## src/hw/swc_pkg.sv

```systemverilog
package swc_pkg;

  // ----------------------------------------------------------------------
  // Timebase.
  // ----------------------------------------------------------------------
  localparam int unsigned CLK_HZ = 250000000;
  localparam int unsigned TICK_MS_NS = 1000000;
  localparam int unsigned CLK_NS = 4;
  localparam int unsigned TICK_CYCLES = TICK_MS_NS / CLK_NS;

  // ----------------------------------------------------------------------
  // Timing in milliseconds.
  // ----------------------------------------------------------------------
  localparam int unsigned CALL_PULSE_MS = 30;
  localparam int unsigned CALL_PERIOD_S = 5;
  localparam int unsigned CALL_PERIOD_MS = CALL_PERIOD_S * 1000;
  localparam int unsigned SMS_PULSE_MS = 35;
  localparam int unsigned RESLEEP_MIN = 2;
  localparam int unsigned RESLEEP_MS = RESLEEP_MIN * 60 * 1000;
  localparam int unsigned MS_W = 18;

  // ----------------------------------------------------------------------
  // Lamp blink styles and their half periods in milliseconds.
  // ----------------------------------------------------------------------
  localparam logic [1:0] LAMP_OFF = 2'h0;
  localparam logic [1:0] LAMP_SLOW = 2'h1;
  localparam logic [1:0] LAMP_FAST = 2'h2;
  localparam logic [1:0] LAMP_ON = 2'h3;
  localparam int unsigned LAMP_SLOW_MS = 1000;
  localparam int unsigned LAMP_FAST_MS = 125;

  typedef enum logic [1:0] {
    SWC_AWAKE = 2'b00,
    SWC_ASLEEP = 2'b01,
    SWC_EVENT = 2'b11
  } swc_state_e;

  typedef struct packed {
    logic call_ring;
    logic call_answered;
    logic sms_rx;
    logic data_rx;
  } swc_event_s;

endpackage

```

## src/hw/swc_ms_tick.sv

```systemverilog
`timescale 1ns/1ps
module swc_ms_tick import swc_pkg::*; #(
  parameter int unsigned CYCLES = TICK_CYCLES
) (
  input wire logic sys_clk,
  input wire logic reset,
  output logic tick
);

  initial begin
    if (CYCLES < 2) begin
      $error("swc_ms_tick: CYCLES must be at least 2.");
    end
  end

  logic [31:0] cnt;
  logic [31:0] next_cnt;
  logic next_tick;

  always_comb begin
    next_tick = 1'b0;
    next_cnt = cnt + 32'h1;
    if (cnt == 32'(CYCLES - 1)) begin
      next_cnt = 32'h0;
      next_tick = 1'b1;
    end
  end

  always_ff @(posedge sys_clk or posedge reset) begin
    if (reset) begin
      cnt <= 32'h0;
      tick <= 1'b0;
    end else begin
      cnt <= next_cnt;
      tick <= next_tick;
    end
  end

endmodule // swc_ms_tick

```

## src/hw/swc_ring_pulser.sv

```systemverilog
`timescale 1ns/1ps
module swc_ring_pulser import swc_pkg::*; #(
  parameter int unsigned CALL_MS = CALL_PULSE_MS,
  parameter int unsigned PERIOD_MS = CALL_PERIOD_MS,
  parameter int unsigned SMS_MS = SMS_PULSE_MS
) (
  input wire logic sys_clk,
  input wire logic reset,
  input wire logic tick,
  input wire logic call_active,
  input wire logic sms_pulse,
  output logic ring_n
);

  initial begin
    if (CALL_MS >= PERIOD_MS || PERIOD_MS >= (1 << MS_W) || SMS_MS == 0) begin
      $error("swc_ring_pulser: pulse widths do not fit the period.");
    end
  end

  logic [MS_W-1:0] call_ms;
  logic [MS_W-1:0] next_call_ms;
  logic [MS_W-1:0] sms_ms;
  logic [MS_W-1:0] next_sms_ms;
  logic next_ring_n;

  always_comb begin
    next_call_ms = call_ms;
    next_sms_ms = sms_ms;
    if (!call_active) begin
      next_call_ms = '0;
    end else if (tick) begin
      if (call_ms == MS_W'(PERIOD_MS - 1)) begin
        next_call_ms = '0;
      end else begin
        next_call_ms = call_ms + MS_W'(1);
      end
    end
    if (sms_pulse) begin
      next_sms_ms = MS_W'(SMS_MS);
    end else if (tick && sms_ms != '0) begin
      next_sms_ms = sms_ms - MS_W'(1);
    end
    next_ring_n = !((call_active && call_ms < MS_W'(CALL_MS)) ||
                    next_sms_ms != '0);
  end

  always_ff @(posedge sys_clk or posedge reset) begin
    if (reset) begin
      call_ms <= '0;
      sms_ms <= '0;
      ring_n <= 1'b1;
    end else begin
      call_ms <= next_call_ms;
      sms_ms <= next_sms_ms;
      ring_n <= next_ring_n;
    end
  end

endmodule // swc_ring_pulser

```

## src/hw/swc_sleep_ctrl.sv

```systemverilog
// Summary of operation
// Sleep is possible only after the power-save command enables it.
// Host keeps sleep-control high whenever it does not want sleep.
// Enabled and sleep-control low puts the module to sleep when idle.
// Sleep entry waits until processing and pending transfers are done.
// Sleep-control high wakes the module so it can send and call.
// Call, data or SMS wakes the module and raises a notification.
// Host raises sleep-control before handling a wake event.
// With sleep-control still low, sleep resumes two minutes after service.
// Host lowers sleep-control after a transaction to resume sleep.
// Incoming call pulses ring low 30 ms every 5 seconds.
// Incoming call also requests ring strings on the UART.
// Answered call stops pulsing and holds ring high.
// Received SMS gives one 35 ms low ring pulse.
// Lamp blinks in a selectable style showing module state.
// All timing comes from a reset-cleared millisecond tick.
// Sleep-control is an active-low level request, may float high.
`timescale 1ns/1ps
module swc_sleep_ctrl import swc_pkg::*; #(
  parameter int unsigned TICK_CYC = TICK_CYCLES,
  parameter int unsigned RESLEEP_TIMEOUT_MS = RESLEEP_MS,
  parameter int unsigned SLOW_MS = LAMP_SLOW_MS,
  parameter int unsigned FAST_MS = LAMP_FAST_MS
) (
  input wire logic sys_clk,
  input wire logic reset,
  input wire logic sleep_req_n,
  input wire logic power_save_cmd,
  input wire logic power_save_value,
  input wire logic busy,
  input wire swc_event_s event_in,
  input wire logic [1:0] lamp_style_sleep,
  input wire logic [1:0] lamp_style_awake,
  input wire logic [1:0] lamp_style_event,
  output logic asleep,
  output logic notify_pulse,
  output logic ring_text_req,
  output logic ring_n,
  output logic network_lamp_output
);

  initial begin
    if (RESLEEP_TIMEOUT_MS == 0 || RESLEEP_TIMEOUT_MS >= (1 << MS_W) ||
        SLOW_MS == 0 || FAST_MS == 0 || SLOW_MS >= (1 << MS_W)) begin
      $error("swc_sleep_ctrl: timing parameter out of range.");
    end
  end

  // ----------------------------------------------------------------------
  // Input synchronisers.
  // ----------------------------------------------------------------------
  logic req_meta;
  logic req_sync;

  always_ff @(posedge sys_clk or posedge reset) begin
    if (reset) begin
      req_meta <= 1'b1;
      req_sync <= 1'b1;
    end else begin
      req_meta <= sleep_req_n;
      req_sync <= req_meta;
    end
  end

  // ----------------------------------------------------------------------
  // Millisecond timebase.
  // ----------------------------------------------------------------------
  logic tick;

  swc_ms_tick #(
    .CYCLES(TICK_CYC)
  ) u_tick (
    .sys_clk(sys_clk),
    .reset(reset),
    .tick(tick)
  );

  // ----------------------------------------------------------------------
  // Call tracking and power-save enable.
  // ----------------------------------------------------------------------
  logic save_en;
  logic next_save_en;
  logic call_active;
  logic next_call_active;
  logic any_event;

  always_comb begin
    next_save_en = save_en;
    if (power_save_cmd) begin
      next_save_en = power_save_value;
    end
    next_call_active = call_active;
    if (event_in.call_answered) begin
      next_call_active = 1'b0;
    end else if (event_in.call_ring) begin
      next_call_active = 1'b1;
    end
    any_event = event_in.call_ring || event_in.sms_rx || event_in.data_rx;
  end

  always_ff @(posedge sys_clk or posedge reset) begin
    if (reset) begin
      save_en <= 1'b0;
      call_active <= 1'b0;
    end else begin
      save_en <= next_save_en;
      call_active <= next_call_active;
    end
  end

  // ----------------------------------------------------------------------
  // Sleep state machine.
  // ----------------------------------------------------------------------
  swc_state_e state;
  swc_state_e next_state;
  logic [MS_W-1:0] resleep_ms;
  logic [MS_W-1:0] next_resleep_ms;
  logic next_asleep;
  logic next_notify;
  logic idle;

  always_comb begin
    next_state = state;
    next_resleep_ms = resleep_ms;
    next_notify = 1'b0;
    idle = !busy && !call_active && !any_event;
    case (state)
      SWC_AWAKE: begin
        if (save_en && !req_sync && idle) begin
          next_state = SWC_ASLEEP;
        end
      end
      SWC_ASLEEP: begin
        if (!save_en || req_sync) begin
          next_state = SWC_AWAKE;
        end else if (any_event) begin
          next_state = SWC_EVENT;
          next_notify = 1'b1;
          next_resleep_ms = '0;
        end
      end
      SWC_EVENT: begin
        if (!save_en || req_sync) begin
          next_state = SWC_AWAKE;
        end else if (!idle) begin
          next_resleep_ms = '0;
        end else if (tick) begin
          if (resleep_ms == MS_W'(RESLEEP_TIMEOUT_MS - 1)) begin
            next_state = SWC_ASLEEP;
            next_resleep_ms = '0;
          end else begin
            next_resleep_ms = resleep_ms + MS_W'(1);
          end
        end
      end
      default: begin
        next_state = SWC_AWAKE;
        next_resleep_ms = '0;
      end
    endcase
    next_asleep = (next_state == SWC_ASLEEP);
  end

  always_ff @(posedge sys_clk or posedge reset) begin
    if (reset) begin
      state <= SWC_AWAKE;
      resleep_ms <= '0;
      asleep <= 1'b0;
      notify_pulse <= 1'b0;
      ring_text_req <= 1'b0;
    end else begin
      state <= next_state;
      resleep_ms <= next_resleep_ms;
      asleep <= next_asleep;
      notify_pulse <= next_notify;
      ring_text_req <= next_call_active;
    end
  end

  // ----------------------------------------------------------------------
  // Ring pin.
  // ----------------------------------------------------------------------
  swc_ring_pulser u_ring (
    .sys_clk(sys_clk),
    .reset(reset),
    .tick(tick),
    .call_active(next_call_active),
    .sms_pulse(event_in.sms_rx),
    .ring_n(ring_n)
  );

  // ----------------------------------------------------------------------
  // Network lamp.
  // ----------------------------------------------------------------------
  logic [1:0] style;
  logic [MS_W-1:0] lamp_ms;
  logic [MS_W-1:0] next_lamp_ms;
  logic [MS_W-1:0] half_ms;
  logic lamp_phase;
  logic next_lamp_phase;
  logic next_lamp;

  function automatic logic [MS_W-1:0] half_of(input logic [1:0] s);
    half_of = (s == LAMP_FAST) ? MS_W'(FAST_MS) : MS_W'(SLOW_MS);
  endfunction

  always_comb begin
    case (state)
      SWC_ASLEEP: style = lamp_style_sleep;
      SWC_EVENT: style = lamp_style_event;
      default: style = lamp_style_awake;
    endcase
    half_ms = half_of(style);
    next_lamp_ms = lamp_ms;
    next_lamp_phase = lamp_phase;
    if (tick) begin
      if (lamp_ms >= half_ms - MS_W'(1)) begin
        next_lamp_ms = '0;
        next_lamp_phase = !lamp_phase;
      end else begin
        next_lamp_ms = lamp_ms + MS_W'(1);
      end
    end
    case (style)
      LAMP_OFF: next_lamp = 1'b0;
      LAMP_ON: next_lamp = 1'b1;
      default: next_lamp = next_lamp_phase;
    endcase
  end

  always_ff @(posedge sys_clk or posedge reset) begin
    if (reset) begin
      lamp_ms <= '0;
      lamp_phase <= 1'b0;
      network_lamp_output <= 1'b0;
    end else begin
      lamp_ms <= next_lamp_ms;
      lamp_phase <= next_lamp_phase;
      network_lamp_output <= next_lamp;
    end
  end

endmodule // swc_sleep_ctrl

```

## config.mk

```make
export PLATFORM = sky130hd
export DESIGN_NAME = swc_sleep_ctrl
export DESIGN_NICKNAME = d
export VERILOG_FILES = /design/src/hw/swc_pkg.sv /design/src/hw/swc_ms_tick.sv /design/src/hw/swc_ring_pulser.sv /design/src/hw/swc_sleep_ctrl.sv
export SDC_FILE = /design/constraint.sdc
export NUM_CORES = 1
export LEC_CHECK = 0
export BUFFER_PORTS_ARGS = -buffer_cell sky130_fd_sc_hd__buf_2
export CAP_MARGIN = 30
export CORE_UTILIZATION = 56
export CTS_CLUSTER_DIAMETER = 60
export DETAILED_ROUTE_END_ITERATION = 7
export GPL_TIMING_DRIVEN = 1
export HOLD_SLACK_MARGIN = 0.12
export PLACE_DENSITY = 0.79
export RECOVER_POWER = 25
export SLEW_MARGIN = 20
export SYNTH_ARGS = -nofsm -noshare
export SYNTH_HDL_FRONTEND = slang
export SYNTH_HIERARCHICAL = 1
export SYNTH_SLANG_ARGS = --single-unit
export TNS_END_PERCENT = 50
```

## constraint.sdc

```tcl
create_clock -name sys_clk -period 2.91 [get_ports sys_clk]
set_clock_uncertainty 0.2 [all_clocks]
set_input_delay 0.291 -clock sys_clk [delete_from_list [all_inputs] [get_ports sys_clk]]
set_output_delay 0.291 -clock sys_clk [all_outputs]
set_load 0.1 [all_outputs]
```

==> results.txt <==
Max Cap Viol - 1
Fill count - 808
Worst EP required - 3140 ps
IO Pins - 21
# port buffers - 20
Diode count - 0
HPWL after DPL - 9270 µm
Ys async rst share - 1.00
Final setup viols - 0
VDD IR max - 0.533 mV
Die area - 11600 µm²
Synth Warn # - 6
Syn_nets - 685
P per Cell Area - 533 nW/µm²
Detail Route Antenna Nets - 0
Clk sinks - 116
First-pass GRT wire length - 23600 µm
Critical path arrival - 3080 ps
Min Hold Slack - 154 ps
Hold crit path type - input port to asynchronous set/reset pin
Failing checks - capacitance limit, slew limit
Critical R2R Launch - u_ring/sms_ms[0]$_DFF_PP0_
Drt via density - 5.98
Rows - 38
Slew headroom - -0.164
Synth area leaders - dfrtp_1, nor2_1, xnor2_1, xor2_1, nand3_1
Area of the core - 10800 µm²
Root cell of the clock tree - clkbuf_8
Final Util - 0.679
Worst skew pair latency - 530 ps
R2R Path End - u_ring/ring_n$_DFF_PP1_
Total grt overflow - 0
Cell accounting for the most synthesized area - dfrtp_1
Final net count - 745
Placed insts - 820
Post-Synthesis Cells - 659
Post-Syn Area - 6240 µm²
Detailed Route WL - 14100 µm
FF-to-FF path depth - 9
PnR worst setup slack - 60.7 ps
Die Width - 108 µm
Starting Density - 0.575
Tmin final - 2850 ps
Via Count - 5213
Status - finished, violations left
Worst Setup Start Kind - register
Number of synthesized flops with an enable pin - 0
Worst-path fanout max - 5
WL/cell - 16.2 µm
Actual slew at the worst max-slew pin - 1750 ps
CTS tree - yes
RSZ-0062 raised after global routing - true
Share of cells above drive strength 1 - 0.148
Synthesized flop and latch total - 116
Commonest non-fill, non-tap cells in the layout - dfrtp_1, nor2_1, nand2_1
Synth cell types - 67
Final hold viol count - 0
Register area - 2910 µm²
First-iteration detailed-routing DRC count - 345
Pins Over Slew Limit - 34
Die Height - 108 µm
H-Tree Depth - 4
Setup TNS - 0 ps
Vias in the first global route - 5099
Antenna violations before repair - 0
CTS max path bufs - 2
LEAKAGE - 3.15 nW
RePlAce Congestion - 0.920
Finished Layout Cells - 872
Reg2reg setup slack - 60 ps
Max Fclk - 351 MHz
Multi-input logic area - 3160 µm²
CP endpoint kind - register
Syn Area/Cell - 9.46 µm²
Largest net degree at the start of global routing - 47
Top cell type's share of synthesized area - 0.453
Final period utilization - 0.979
Synth Flop Type - dfrtp_1
Critical path class - register to register
DRC - 0
DRT Pass-1 Iters - 5
Clk slew on worst S/H paths - 60 ps
Synth-to-Final Area Change - 18.1%
Num CTS Buffers - 17
Total Routing Usage GR - 0.264
Commonest non-fill, non-tap cell in the layout - dfrtp_1
Register area share after synthesis - 0.466
DP Worst Slack - 13.8 ps
==> per-layer routing <==
layer,GRT usage,routed length [µm],share of wire,vias up
met5,0,0,0,-
met4,0.110,372,0.026,0
met3,0.0751,669,0.047,32
met2,0.452,7250,0.51,156
met1,0.309,5830,0.41,2543
li1,-,-,-,2482
==> critical path: stages, from the launching register on <==
cell	delay, ps
dfrtp_1	390
inv_2	80
ha_4	130
nor4b_4	320
a41o_1	260
nor3_2	50
mux2_4	300
or3_1	360
or4_1	410
nor4_2	240
==> through the flow <==
step	power [mW]	cell area (µm²)
after floorplan	1.83	6240
after global placement	1.89	6550
after detailed placement	1.90	6560
after CTS	3.96	7270
after global routing	4.08	7360
final	3.93	7360
==> cell usage after synthesis, types with 2 or more instances <==
master and count:
nand2_1 50, a211oi_1 3, or4b_1 2, nand2b_1 6, buf_2 8, nor3_2 4
nor4b_1 2, nor4_1 18, buf_6 2, o21ai_0 28, xnor2_1 30, nor4_2 4
dfrtp_1 113, and4_1 6, mux2_2 2, inv_1 31, dfstp_2 3, a21oi_2 2
nand4_1 23, nand4b_1 4, xor2_1 28, ha_1 10, o2bb2ai_1 3, a311oi_1 2
and3_1 7, mux2i_1 14, nand3_1 48, and2_1 4, or4_1 6, nor3_1 25
or3_1 9, o31ai_1 2, or2_2 2, nor2_1 76, a22o_1 2, a21oi_1 27
nor2b_1 13, clkbuf_1 8, a31oi_1 4
==> area by class of cell <==
class                      instances  area share
clock buffer                      24      0.0666
clock inverter                     8      0.0133
inverter                          31      0.0158
multi-input combinational        495       0.429
sequential                       116       0.395
tap                              140      0.0238
timing repair buffer              58      0.0564
==> flip-flops by register name, indices dropped and copies added (netlist names), 2 cells and up <==
name / cells
lamp_ms: 18
resleep_ms: 18
state: 2
u_ring/call_ms: 18
u_ring/sms_ms: 18
u_tick/cnt: 32
==> kinds of logic after synthesis <==
kind of cell	share of synthesized area
and+or+nand+nor	0.277
adders and majority gates	0.0201
buffers and inverters	0.0335
AOI/OAI and AO/OA	0.0935
xor gates and xnor gates	0.0815
DFF	0.466
muxes	0.0285
==> power by group <==
group / internal [mW] / total [mW] / switching, mW / leakage (nW)
combinational: 0.0725 / 0.206 / 0.134 / 1.37
sequential: 1.65 / 1.69 / 0.0386 / 1.50
clock: 1.33 / 2.04 / 0.709 / 0.283
total: 3.05 / 3.93 / 0.882 / 3.15
==> what timing repair did <==
item                                    4_1_cts  5_1_grt
hold buffers                                 12        0
setup buffers                                 0        5
endpoints found under the setup margin        2       17
pin swaps                                     3        4
gates resized for setup                       0        9
cloned                                        0        1
hold endpoints to repair                    141        0
==> worst max path at each step <==
stage                     cells after the start                       endpoint                  startpoint  slack (ps)
after floorplan                              11  network_lamp_output$_DFF_PP0_          state[1]$_DFF_PP0_         140
after detailed placement                      9        u_ring/ring_n$_DFF_PP1_  u_ring/sms_ms[0]$_DFF_PP0_          10
after CTS                                    10  network_lamp_output$_DFF_PP0_          state[1]$_DFF_PP0_          50
after global routing                          9        u_ring/ring_n$_DFF_PP1_  u_ring/sms_ms[0]$_DFF_PP0_         -20
after global placement                        9        u_ring/ring_n$_DFF_PP1_  u_ring/sms_ms[0]$_DFF_PP0_         110
final                                         9        u_ring/ring_n$_DFF_PP1_  u_ring/sms_ms[0]$_DFF_PP0_          60
No activity file was read; power rests on OpenSTA's default activity.
